<file path="src/shared/ddr4_ca_pkg.sv">
// ddr4 command/address encoder package: command codes, field positions, struct types
// assumes a single controller clock domain; no software registers
package ddr4_ca_pkg;
    localparam int ADDR_W      = 17;
    localparam int RANKS       = 4;
    localparam int AP_BIT      = 10;
    localparam int BC_BIT      = 12;
    localparam int RAS_BIT     = 16;
    localparam int CAS_BIT     = 15;
    localparam int WE_BIT      = 14;
    localparam int ROW_HI_BIT  = 13;
    localparam int MR_SEL_W    = 3;
    localparam logic [ADDR_W-1:0] ADDR_RST = 17'h00000;
    localparam logic [RANKS-1:0]  CS_RST_N = 4'hf;
    localparam logic [RANKS-1:0]  ODT_RST  = 4'h0;
    localparam int SYNC_STAGES = 2;

    typedef enum logic [3:0]
    {
        OP_NOP   = 4'h0,
        OP_ACT   = 4'h1,
        OP_RD    = 4'h2,
        OP_WR    = 4'h3,
        OP_PRE   = 4'h4,
        OP_MRS   = 4'h5,
        OP_REF   = 4'h6,
        OP_ZQC   = 4'h7,
        OP_DES   = 4'h8
    } op_t;

    typedef struct packed
    {
        op_t              op;
        logic [1:0]       rank;
        logic [1:0]       bank_group;
        logic [1:0]       bank;
        logic [17:0]      row;
        logic [9:0]       col;
        logic             auto_precharge;
        logic             full_burst;
        logic             precharge_all;
        logic [MR_SEL_W-1:0] mode_reg;
        logic [13:0]      mode_data;
    } cmd_req_t;

    typedef struct packed
    {
        logic [ADDR_W-1:0] mem_addr_bus;
        logic              activate_qualifier_n;
        logic [1:0]        bank_group_sel;
        logic [1:0]        bank_sel;
        logic [RANKS-1:0]  rank_select_n;
        logic              cmd_addr_parity_out;
    } ca_pins_t;

    typedef enum logic [2:0]
    {
        TR_IDLE  = 3'b001,
        TR_WATCH = 3'b010,
        TR_FLAG  = 3'b100
    } train_t;
endpackage

</file>
<file path="src/core/ddr4_cmd_addr_encoder.sv">
// ddr4 command and address encoder: registers pins from one command request per cycle
// assumes requests come from controller logic on clk_sys; alert pin is asynchronous
//
// Contract
// drive 17-bit multiplexed row/column address bus
// read/write a10 high requests auto-precharge
// precharge a10 high means all banks
// read/write a12 high full burst, low chop
// act_n high: a16..a14 are ras cas we
// drive two bank group bits per command
// bg0 helps select mode register
// drive two bank bits per command
// bank bits help select mode register
// alert watched only during command training
// no write crc; alert never crc
// parity output over command and address
// one termination output per rank, four
// x16 single die uses only bg0
// one active-low chip select per rank
// act_n low: activate, upper bits row
`timescale 1ns/10ps
module ddr4_cmd_addr_encoder
(
    input  wire logic                         clk_sys,
    input  wire logic                         rst,
    input  wire logic                         clk_en,
    input  wire logic                         req_valid,
    input  wire ddr4_ca_pkg::cmd_req_t        req,
    input  wire logic                         x16_single_die,
    input  wire logic [ddr4_ca_pkg::RANKS-1:0] odt_req,
    input  wire logic                         training_active,
    input  wire logic                         parity_alert_in_n,
    input  wire logic                         alert_clear,
    output ddr4_ca_pkg::ca_pins_t             pins,
    output logic [ddr4_ca_pkg::RANKS-1:0]     rank_termination_ctrl,
    output logic                              parity_error,
    output logic                              parity_error_pulse
);
    import ddr4_ca_pkg::*;

    ca_pins_t         next_pins;
    logic [RANKS-1:0] next_odt;
    logic             alert_n_sync;
    logic             alert_prev;
    logic             next_alert_prev;
    logic             alert_edge;
    logic             next_parity_error;
    logic             next_parity_error_pulse;
    train_t           tr_state;
    train_t           next_tr_state;
    logic [1:0]       bg_eff;
    logic [ADDR_W-1:0] a;
    logic             act_n;
    logic [RANKS-1:0] cs_n;
    logic [2:0]       cmd_code;
    logic             rank_hit;

    alert_sync u_alert_sync
    (
        .clk_sys (clk_sys),
        .rst     (rst),
        .clk_en  (clk_en),
        .din     (parity_alert_in_n),
        .dout    (alert_n_sync)
    );

    // one chip select per rank; deselect and idle keep all high
    always_comb
    begin
        rank_hit = req_valid && (req.op != OP_DES);
        cs_n     = CS_RST_N;
        if (rank_hit)
        begin
            case (req.rank)
                2'h0:
                begin
                    cs_n[0] = 1'b0;
                end
                2'h1:
                begin
                    cs_n[1] = 1'b0;
                end
                2'h2:
                begin
                    cs_n[2] = 1'b0;
                end
                2'h3:
                begin
                    cs_n[3] = 1'b0;
                end
                default:
                begin
                    cs_n = CS_RST_N;
                end
            endcase
        end
    end

    // ras cas we levels per command, meaningful while act_n is high
    always_comb
    begin
        case (req.op)
            OP_RD:
            begin
                cmd_code = 3'h5;
            end
            OP_WR:
            begin
                cmd_code = 3'h4;
            end
            OP_PRE:
            begin
                cmd_code = 3'h2;
            end
            OP_MRS:
            begin
                cmd_code = 3'h0;
            end
            OP_REF:
            begin
                cmd_code = 3'h1;
            end
            OP_ZQC:
            begin
                cmd_code = 3'h6;
            end
            default:
            begin
                cmd_code = 3'h7;
            end
        endcase
    end

    // command and address encoding
    always_comb
    begin
        a      = ADDR_RST;
        act_n  = 1'b1;
        bg_eff = x16_single_die ? {1'b0, req.bank_group[0]} : req.bank_group;
        if (req_valid)
        begin
            a[RAS_BIT:WE_BIT] = cmd_code;
            case (req.op)
                OP_ACT:
                begin
                    act_n = 1'b0;
                    a     = req.row[ADDR_W-1:0];
                end
                OP_RD, OP_WR:
                begin
                    a[9:0]    = req.col;
                    a[AP_BIT] = req.auto_precharge;
                    a[BC_BIT] = req.full_burst;
                end
                OP_PRE:
                begin
                    a[AP_BIT] = req.precharge_all;
                end
                OP_MRS:
                begin
                    a[ROW_HI_BIT:0] = req.mode_data;
                end
                default:
                begin
                    act_n = 1'b1;
                end
            endcase
        end
        next_pins.mem_addr_bus         = a;
        next_pins.activate_qualifier_n = act_n;
        next_pins.rank_select_n        = cs_n;
        if (req_valid && req.op == OP_MRS)
        begin
            next_pins.bank_group_sel = {1'b0, req.mode_reg[2]};
            next_pins.bank_sel       = req.mode_reg[1:0];
        end
        else
        begin
            next_pins.bank_group_sel = bg_eff;
            next_pins.bank_sel       = req.bank;
        end
        // even parity over act_n, bg, ba and address
        next_pins.cmd_addr_parity_out = ^{act_n, next_pins.bank_group_sel,
                                          next_pins.bank_sel, a};
    end

    always_ff @(posedge clk_sys or posedge rst)
    begin
        if (rst)
        begin
            pins.mem_addr_bus         <= ADDR_RST;
            pins.activate_qualifier_n <= 1'b1;
            pins.bank_group_sel       <= 2'h0;
            pins.bank_sel             <= 2'h0;
            pins.rank_select_n        <= CS_RST_N;
            // act_n idles high, so even parity starts high
            pins.cmd_addr_parity_out  <= 1'b1;
        end
        else if (clk_en)
        begin
            pins <= next_pins;
        end
    end

    // termination request follows one cycle later
    always_comb
    begin
        next_odt = odt_req;
    end

    always_ff @(posedge clk_sys or posedge rst)
    begin
        if (rst)
        begin
            rank_termination_ctrl <= ODT_RST;
        end
        else if (clk_en)
        begin
            rank_termination_ctrl <= next_odt;
        end
    end

    // falling alert edge, re-armed once the pin is high again
    always_comb
    begin
        next_alert_prev = ~alert_n_sync;
        alert_edge      = ~alert_n_sync & ~alert_prev;
    end

    always_ff @(posedge clk_sys or posedge rst)
    begin
        if (rst)
        begin
            alert_prev <= 1'b0;
        end
        else if (clk_en)
        begin
            alert_prev <= next_alert_prev;
        end
    end

    // alert monitor: only during training, parity error only (no crc)
    // sticky flag; a new alert beats a clear in the same cycle
    always_comb
    begin
        next_tr_state           = tr_state;
        next_parity_error       = parity_error;
        next_parity_error_pulse = 1'b0;
        case (tr_state)
            TR_IDLE:
            begin
                next_parity_error = parity_error & ~alert_clear;
                if (training_active)
                begin
                    next_tr_state = TR_WATCH;
                end
            end
            TR_WATCH:
            begin
                if (alert_clear)
                begin
                    next_parity_error = 1'b0;
                end
                if (alert_edge)
                begin
                    next_parity_error       = 1'b1;
                    next_parity_error_pulse = 1'b1;
                    next_tr_state           = TR_FLAG;
                end
                if (!training_active)
                begin
                    next_tr_state = TR_IDLE;
                end
            end
            TR_FLAG:
            begin
                if (alert_clear)
                begin
                    next_parity_error = 1'b0;
                end
                if (!training_active)
                begin
                    next_tr_state = TR_IDLE;
                end
                else if (alert_n_sync)
                begin
                    next_tr_state = TR_WATCH;
                end
            end
            default:
            begin
                next_tr_state = TR_IDLE;
            end
        endcase
    end

    always_ff @(posedge clk_sys or posedge rst)
    begin
        if (rst)
        begin
            tr_state           <= TR_IDLE;
            parity_error       <= 1'b0;
            parity_error_pulse <= 1'b0;
        end
        else if (clk_en)
        begin
            tr_state           <= next_tr_state;
            parity_error       <= next_parity_error;
            parity_error_pulse <= next_parity_error_pulse;
        end
    end
endmodule

</file>
<file path="src/core/alert_sync.sv">
// two-flop synchroniser for the asynchronous alert pin
// assumes clk_sys domain, async active-high reset
`timescale 1ns/10ps
module alert_sync
(
    input  wire logic clk_sys,
    input  wire logic rst,
    input  wire logic clk_en,
    input  wire logic din,
    output logic      dout
);
    import ddr4_ca_pkg::*;
    logic [SYNC_STAGES-1:0] stage;
    logic [SYNC_STAGES-1:0] next_stage;

    always_comb
    begin
        next_stage = {stage[SYNC_STAGES-2:0], din};
    end

    always_ff @(posedge clk_sys or posedge rst)
    begin
        if (rst)
            stage <= {SYNC_STAGES{1'b1}};
        else if (clk_en)
            stage <= next_stage;
    end

    assign dout = stage[SYNC_STAGES-1];
endmodule

</file>
<file path="config.mk">
export PLATFORM = sky130hd
export DESIGN_NAME = ddr4_cmd_addr_encoder
export DESIGN_NICKNAME = d
export VERILOG_FILES = /design/src/shared/ddr4_ca_pkg.sv /design/src/core/ddr4_cmd_addr_encoder.sv /design/src/core/alert_sync.sv
export SDC_FILE = /design/constraint.sdc
export NUM_CORES = 1
export LEC_CHECK = 0
export BUFFER_PORTS_ARGS = -buffer_cell sky130_fd_sc_hd__buf_2
export CAP_MARGIN = 20
export CORE_MARGIN = 1
export CORE_UTILIZATION = 48
export CTS_CLUSTER_DIAMETER = 120
export DETAILED_ROUTE_END_ITERATION = 7
export PLACE_DENSITY = 0.91
export SLEW_MARGIN = 30
export SYNTH_ARGS = -nofsm -noshare
export SYNTH_HDL_FRONTEND = slang
export SYNTH_SLANG_ARGS = --single-unit
</file>
<file path="constraint.sdc">
create_clock -name clk_sys -period 1.8 [get_ports clk_sys]
set_input_delay 0.36 -clock clk_sys [delete_from_list [all_inputs] [get_ports clk_sys]]
set_output_delay 0.36 -clock clk_sys [all_outputs]
set_load 0.01 [all_outputs]
</file>
; Word-level counts from Yosys, hierarchy flattened
; Cells that the tools add are included.
[totals]
regBits = 39
latchBits = 0
ramBits = 0
romBits = 0
wordCells = 70
memories = 0
[classes]
n_addsub = 0
multipliers = 0
div_mod_pow = 0
n_lt_le_gt_ge = 0
eq_ne = 17
n_shift = 0
mux = 28
bitwise = 5
n_reduce_logical = 8
[ops]
columns = cell, n
row1 = one-hot mux 10 bit (3 select lines), 1
row2 = parity 22 bit, 1
row3 = 2-to-1 mux 3 bit, 6
row4 = one-hot mux 3 bit (6 select lines), 1
row5 = 2-to-1 mux 17 bit, 1
row6 = "equality test 4 x 3 -> 1 bit, second input constant", 4
row7 = 2-to-1 mux 1 bit, 10
row8 = one-hot mux 3 bit (3 select lines), 1
row9 = "equality test 4 x 2 -> 1 bit, second input constant", 2
row10 = 2-to-1 mux 4 bit, 2
row11 = one-hot mux 1 bit (3 select lines), 2
row12 = "equality test 2 bit, second input constant", 2
row13 = "equality test 4 x 1 -> 1 bit, second input constant", 1
row14 = "inequality test 4 bit, second input constant", 1
row15 = one-hot mux 1 bit (2 select lines), 2
row16 = one-hot mux 1 bit (4 select lines), 1
row17 = AND reduction 4 bit, 1
row18 = "equality test 3 x 1 -> 1 bit, second input constant", 1
row19 = "equality test 3 x 2 -> 1 bit, second input constant", 1
row20 = "equality test 3 bit, second input constant", 1
row21 = "inequality test 3 x 2 -> 1 bit, second input constant", 1
row22 = "inequality test 3 bit, second input constant", 1
row23 = NOT 1 bit, 3
row24 = nonzero test 3 bit, 1
row25 = other kinds (8), 10

; Longest topological paths before layout
; Gate-level depths: netlist (run 1).
[depth]
word_depth = 5
mapped_depth = 10
depth_no_buf = 8

; By module
; A second synthesis (run 1) with hierarchy kept.
[unflattened]
hier_cells = 280
area_unflattened_um2 = 2590.0
[modules_own_cells]
columns = mod, n_inst, cells_each, area_per_inst_um2
row1 = ddr4_cmd_addr_encoder, 1, 275, 2511.2
row2 = alert_sync, 1, 5, 78.8

; Worst setup path before layout (run 1)
; Ideal clock, no wire load.
[synth_timing]
kind = input to register
from = input req[55] in the netlist's numbering
to = register pins[0] in the netlist's numbering
arrival_ps = 2620
required_time_ps = 1715
path_slack_ps = -904
path_stages = 9
n_path_buf = 2
path_cell_list = buf_6 > or3b_1 > buf_6 > nor2_2 > nor3_1 > a2111oi_1 > xnor3_1 > xnor3_1 > mux2_1
[synth_between]
elab_chain_cells = 5
elab_cells_between_ends = 21
[synth_rtl]
columns = element, line
row1 = start: declaration, ddr4_cmd_addr_encoder.sv:28  ; input wire ddr4_ca_pkg::cmd_req_t req,
row2 = equality test 4 x 3 -> 1 bit (tied with other cells), ddr4_cmd_addr_encoder.sv:102  ; case (req.op)
row3 = one-hot mux 3 bit (6 select lines) or OR reduction 2 bit (tied branches), "ddr4_cmd_addr_encoder.sv:102, ddr4_cmd_addr_encoder.sv:143"
row4 = 2-to-1 mux 3 bit (tied with other cells), ddr4_cmd_addr_encoder.sv:143  ; case (req.op)
row5 = 2-to-1 mux 17 bit, ddr4_cmd_addr_encoder.sv:140  ; if (req_valid)
row6 = parity 22 bit *, ddr4_cmd_addr_encoder.sv:183  ; next_pins.cmd_addr_parity_out = ^{act_n, next_pins.bank_group_sel,
row7 = end signal: assignment, ddr4_cmd_addr_encoder.sv:201  ; pins <= next_pins;
row8 = end: declaration, ddr4_cmd_addr_encoder.sv:34  ; output ddr4_ca_pkg::ca_pins_t pins,
; Mark *: on every way between the ends. The rest lies on a longest branch, timed or not.
; A chain may end at the register's enable or synchronous reset.

; Worst setup path after layout (run 1)
[layout_timing]
from = input req[54] in the netlist's numbering
to = register pins[0] in the netlist's numbering
; Same word-level chain as after synthesis.

==> results of run 1 <==
[sequential cells by signal (all words and copies together) (netlist names)]
name and flops:
alert_prev 1, parity_error 1, parity_error_pulse 1, pins 27
rank_termination_ctrl 4, tr_state 3, u_alert_sync.stage 2
[critical path: stages]
cell and delay [ns]:
buf_2 0.11, or3b_4 0.24, buf_2 0.19, nor2_2 0.08, o21ai_0 0.21, a21oi_2 0.11, a2111oi_4 0.32, xnor3_1 0.37
xnor3_1 0.19, mux2_4 0.26
[layer usage]
layer  track usage (%)  share of wire, %  vias to the layer above
li1                  -                 -                     1250
met1             43.27                41                     1357
met2             55.86                49                      165
met3             8.093               7.0                       24
met4             12.39               3.2                        0
met5                 0                 0                        -
[Yosys cell counts, drive strengths merged]
cell type	n	area (sq um)
a2111oi	4	42.54
a211o	1	8.760
a21o	3	22.52
a21oi	24	120.1
a22oi	4	30.03
a2bb2oi	1	8.760
a31o	1	8.760
a31oi	5	31.28
and2b	1	7.510
and3	1	6.260
and4bb	1	12.51
buf	6	43.79
clkbuf	9	33.78
dfrtp	30	750.7
dfstp	9	236.5
inv	8	30.03
mux2	13	146.4
mux2i	14	140.1
nand2	15	56.30
nand2b	5	31.28
nand3	7	35.03
nand3b	1	7.510
nor2	28	117.6
nor2b	5	31.28
nor3	5	25.02
nor3b	2	20.02
nor4	1	6.260
o2111ai	1	8.760
o211ai	2	15.01
o21a	1	7.510
o21ai	17	85.08
o21bai	1	7.510
o22a	2	17.52
o22ai	2	12.51
o2bb2ai	10	87.58
o31ai	1	7.510
o32a	1	10.01
o41ai	1	8.760
or2	2	12.51
or3b	2	17.52
xnor2	10	87.58
xnor3	2	45.04
xor2	3	26.28
[final timing paths]
path                        startpoint           to  slack [ns]  cells after the start
max reg2reg                tr_state[0]  tr_state[1]        0.06                      7
min in group clk_sys           req[53]      pins[4]        0.25                      2
max                            req[54]      pins[0]       -0.42                     10
max in group asynchronous          rst  tr_state[1]        1.26                      3
min                                rst     pins[19]        0.16                      3
min reg2reg                   pins[10]     pins[10]        0.50                      1
[metrics by stage]
step	utilization, %	power [uW]	instance area (sq um)	worst slack [ns]	hold WS (ns)
floorplan	-	1542	2527	-0.5952	0.4104
global placement	69.75	1813	3382	-0.7375	0.4550
detailed placement	69.75	1849	3382	-0.7853	0.4706
CTS	78.53	2799	3807	-0.3514	0.1854
global route	79.66	3010	3862	-0.4828	0.2193
finish	79.66	2898	3862	-0.4183	0.1615
[area by class of cell]
type / instances / area, sq um
Clock buffer: 6 / 72.57
Fill cell: 265 / 985.9
Timing Repair Buffer: 157 / 1022
Sequential cell: 39 / 988.4
Inverter: 8 / 30.03
Clock inverter: 2 / 60.06
Multi-Input combinational cell: 200 / 1605
Tap cell: 67 / 83.83
[power by group]
group          total [uW]  internal, uW  switching [uW]
combinational         909           462             448
sequential           1080           997            87.8
clock                 904           555             349
[cells by family after synthesis]
| logic type | count (synthesis) |
|---|---|
| xor+xnor | 15 |
| flops | 39 |
| simple gates | 76 |
| compound gates | 82 |
| mux | 27 |
| buf+inv | 23 |
[repair_timing]
| item | CTS | global route |
|---|---|---|
| gates resized for setup | 41 | 14 |
| setup buffers | 10 | 1 |
| gates cloned | 1 | 0 |
| pin swaps | 15 | 7 |
| endpoints found under the setup margin | 1 | 3 |
==> results.sh, run 1 <==
export IMPL_mostFrequentLayoutCells="buf_2, buf_4, dfrtp_1"
export IMPL_netlist_area_sq_um=2467
export IMPL_die_y_um=73.70
export IMPL_synth_mux_area_share_pct=11.61
export IMPL_synth_fa_ha_area_share_pct=0
export IMPL_drt_pass1_iterations=5
export IMPL_synth_area_per_cell_sq_um=9.417
export IMPL_drive_gt1_share_pct=55.10
export IMPL_cts_path_max_buffers=2
export IMPL_hold_path_class="input port to async pin"
export IMPL_cts_sinks=39
export IMPL_yosysSeqAreaShare_pct=40.01
export IMPL_vias_per_cell=5.837
export IMPL_drt_initial_drc_count=272
export IMPL_power_leakage_uw=0.001806
export IMPL_finalNonFillerCells=479
export IMPL_start_util_pct=50.89
export IMPL_track_usage_pct=33.91
export IMPL_drv_cap=0
export IMPL_grt_pass1_vias=2713
export IMPL_antenna_found_initial=0
export IMPL_syn_inst=262
export IMPL_ir_drop_v=0.0003804
export IMPL_setup_ws_ns=-0.4183
export IMPL_ys_ff_latch=39
export IMPL_clock_skew_ns=0.003898
export IMPL_place_detailed_hpwl_mm=5.183
export IMPL_synth_compound_area_share_pct=21.91
export IMPL_setup_tns_ns=-0.4183
export IMPL_relSlewSlack_pct=66.08
export IMPL_overflow=0
export IMPL_synth_distinct_cells=53
export IMPL_period_share_pct=123.2
export IMPL_synthSimpleGateAreaFrac_pct=15.67
export IMPL_grt_pass1_wl_mm=13.56
export IMPL_power_density_nw_per_um2=750.3
export IMPL_syn_num_nets=332
export IMPL_cts_tree="built"
export IMPL_crit_type="input port to flip-flop"
export IMPL_rows=25
export IMPL_syn_to_final_growth_pct=56.54
export IMPL_antennaDiodeCount=0
export IMPL_required_ns=2.03
export IMPL_coreArea_sq_um=4848
export IMPL_num_vias=2796
export IMPL_grt_max_degree=40
export IMPL_max_freq_mhz=450.8
export IMPL_violations="negative setup slack"
export IMPL_fin_crit_ns=2.218
export IMPL_outcome="complete, but fails checks"
export IMPL_cp_arrival_ns=2.45
export IMPL_htree_levels=2
export IMPL_dp_cells=459
export IMPL_synthXorXnorAreaFrac_pct=6.440
export IMPL_final_common_cell="buf_2"
export IMPL_cp_start_kind="input port"
export IMPL_rsz0062_at_grt="yes"
export IMPL_detail_route_antenna_nets=0
export IMPL_setup_viol=1
export IMPL_drc=0
export IMPL_die_area_sq_um=5431
export IMPL_cts_root_buffer="clkbuf_8"
export IMPL_io_pins=103
export IMPL_tightest_slew_ns=0.5088
export IMPL_drt_wl_total_mm=8.709
export IMPL_critPathCaptureType="flip-flop"
export IMPL_hold_buffers=0
export IMPL_gp_congestion=0.8197
export IMPL_numPortBuffers=101
export IMPL_crit_fanout=4
export IMPL_dieWidth_um=73.70
export IMPL_hold_viol_final=0
export IMPL_synth_warning_count=0
export IMPL_routedWlPerCell_um=18.18
export IMPL_synth_top_family_by_area="compound AO/OA/AOI/OAI gates"
export IMPL_slew_viol_final=0
export IMPL_cts_clk_slew_worst_paths_ns=0.09
export IMPL_final_nets=481
export IMPL_cts_made_buffers=5
export IMPL_clk_latency_ns=0.31
No activity file was read; power rests on OpenSTA's default activity.
==> inputs of run 2 (changes only) <==
--- a/config.mk
+++ b/config.mk
@@ -12,6 +12,7 @@
 export CTS_CLUSTER_DIAMETER = 120
 export DETAILED_ROUTE_END_ITERATION = 7
 export PLACE_DENSITY = 0.91
+export RECOVER_POWER = 50
 export SLEW_MARGIN = 30
 export SYNTH_ARGS = -nofsm -noshare
 export SYNTH_HDL_FRONTEND = slang
==> run 2 against run 1 <==
Compared with the run above: the run still ends with negative setup slack left; final area fell by 0.26%; highest routed layer unchanged; clock skew rose by 0.0026 ns; global-route usage unchanged; largest cell class unchanged; combinational power about the same; critical path type unchanged; critical path depth unchanged; die area did not move.
==> results.sh, run 2 (synthesis gave the netlist of run 1 again) <==
export IMPL_vias_per_cell=5.837
export IMPL_setup_tns_ns=-0.4115
export IMPL_num_vias=2796
export IMPL_setup_viol=1
export IMPL_placed_cell_area_sq_um=3382
export IMPL_slew_viol_final=0
export IMPL_die_area_sq_um=5431
export IMPL_wl_met1_mm=3.456
export IMPL_place_detailed_hpwl_mm=5.183
export IMPL_htree_levels=2
export IMPL_crit_chain="buf_2 -> or3b_4 -> buf_2 -> nor2_2 -> o21ai_0 -> a21oi_2 -> a2111oi_4 -> xnor3_1 -> xnor3_1 -> mux2_4"
export IMPL_slowest_delay_ns=0.37
export IMPL_hold_buffers=0
export IMPL_drc=0
export IMPL_cts_clk_slew_worst_paths_ns=0.08
export IMPL_cts_tree="built"
export IMPL_rsz0062_at_grt="yes"
export IMPL_slowest_stage="xnor3_1"
export IMPL_largest_register="pins"
export IMPL_cts_root_buffer="clkbuf_8"
export IMPL_outcome="complete, but fails checks"
export IMPL_hold_path_class="input port to flip-flop"
export IMPL_gp_congestion=0.8197
export IMPL_pre_cts_ws_ns=-0.7853
export IMPL_critPathCaptureType="flip-flop"
export IMPL_relSlewSlack_pct=33.02
export IMPL_crit_fanout=4
export IMPL_combinationalPowerShare_pct=31.3
export IMPL_pwr_share_clk_pct=31.3
export IMPL_fin_area_sq_um=3852
export IMPL_power_density_nw_per_um2=751.6
export IMPL_fin_util_pct=79.46
export IMPL_mostFrequentLayoutCells="buf_2, buf_4, dfrtp_1"
export IMPL_drv_cap=0
export IMPL_cts_path_max_buffers=2
export IMPL_hold_viol_final=0
export IMPL_syn_to_final_growth_pct=56.14
export IMPL_coreArea_sq_um=4848
export IMPL_overflow=0
export IMPL_final_nets=481
export IMPL_antenna_found_initial=0
export IMPL_largest_reg_flops=27
export IMPL_setup_ws_ns=-0.4115
export IMPL_antennaDiodeCount=0
export IMPL_power_switching_uw=887.0
export IMPL_drt_pass1_iterations=5
export IMPL_grt_pass1_wl_mm=13.56
export IMPL_cp_start_kind="input port"
export IMPL_io_pins=103
export IMPL_final_common_cell="buf_2"
export IMPL_highest_layer="met4"
export IMPL_tightest_slew_ns=1.005
export IMPL_violations="negative setup slack"
export IMPL_period_share_pct=122.9
export IMPL_drive_gt1_share_pct=53.88
export IMPL_start_util_pct=50.89
export IMPL_ff_latch_area_sq_um=988.4
export IMPL_required_ns=2.04
export IMPL_power_leakage_uw=0.001793
export IMPL_routedWlPerCell_um=18.13
export IMPL_p_int_uw=2008
export IMPL_clk_latency_ns=0.31
export IMPL_cts_sinks=39
export IMPL_path_delay_family="compound AO/OA/AOI/OAI gates"
export IMPL_drt_initial_drc_count=281
export IMPL_grt_max_degree=40
export IMPL_clock_skew_ns=0.006504
export IMPL_max_freq_mhz=452.2
export IMPL_share_seq_of_total_power_pct=37.5
export IMPL_die_y_um=73.70
export IMPL_n_fill_cell=268
export IMPL_cp_arrival_ns=2.45
export IMPL_route_met3_wl_um=697
export IMPL_cts_made_buffers=5
export IMPL_grt_pass1_vias=2713
export IMPL_path_buf_inv=2
export IMPL_p_sw_share_pct=30.64
export IMPL_drt_wl_total_mm=8.683
export IMPL_crit_type="input port to flip-flop"
export IMPL_dieWidth_um=73.70
export IMPL_track_usage_pct=33.91
export IMPL_rows=25
export IMPL_multi_input_area_sq_um=1605
export IMPL_met2_wirelength_mm=4.257
export IMPL_fin_crit_ns=2.211
export IMPL_top_regs="pins (27), rank_termination_ctrl (4), tr_state (3)"
export IMPL_numPortBuffers=101
export IMPL_detail_route_antenna_nets=0
export IMPL_ir_drop_v=0.0003786
## run 2: cell count changes in the layout (fill, tap and decap cells not counted), sizes merged
cell / before / now
buf: 157 / 152
clkbuf: 6 / 11
## run 2: final cells by class
cell class / instances / area share [%]
inverters: 8 / 0.7795
well taps: 67 / 2.176
multi-input cells: 200 / 41.67
clock inverters: 2 / 1.559
clock buffers: 6 / 1.884
flip-flops and latches: 39 / 25.66
repair buffers: 157 / 26.27
## run 2: final timing paths
check                                  from     endpoint  slack, ns  depth (start not counted)
worst max-delay path                req[54]      pins[0]      -0.41                         10
min in group asynchronous               rst     pins[18]       0.35                          3
worst min-delay path                req[53]      pins[3]       0.26                          2
max in group asynchronous               rst  tr_state[1]       0.76                          3
worst max register to register  tr_state[0]  tr_state[1]       0.05                          7
worst min register to register     pins[11]     pins[11]       0.50                          1
## run 2: power by group through the flow
stage | Clock (uW) | Sequential, uW | Combinational, uW
after floorplan | 0 | 1100 | 441
after global placement | 0 | 1080 | 734
after detailed placement | 0 | 1090 | 764
after CTS | 897 | 1070 | 832
after global routing | 936 | 1090 | 976
final | 905 | 1080 | 906
## run 2: per-stage QoR
step                      hold WS [ns]  total power (uW)  cells
after floorplan                 0.4104              1542    262
after global placement          0.4550              1813    459
after detailed placement        0.4706              1849    459
after CTS                       0.1854              2799    478
after global routing            0.2518              3006    479
final                           0.2581              2896    479
## run 2: what timing repair did
action                     in CTS  in global routing
setup endpoints to repair       1                  3
pin swaps                      15                  7
cloned                          1                  0
gates resized for setup        41                 14
buffers inserted               10                  1
## run 2: per-layer routing
metal | up-vias | GRT usage [%]
li1 | 1251 | -
met1 | 1327 | 43.27
met2 | 193 | 55.86
met3 | 25 | 8.093
met4 | 0 | 12.39
met5 | - | 0
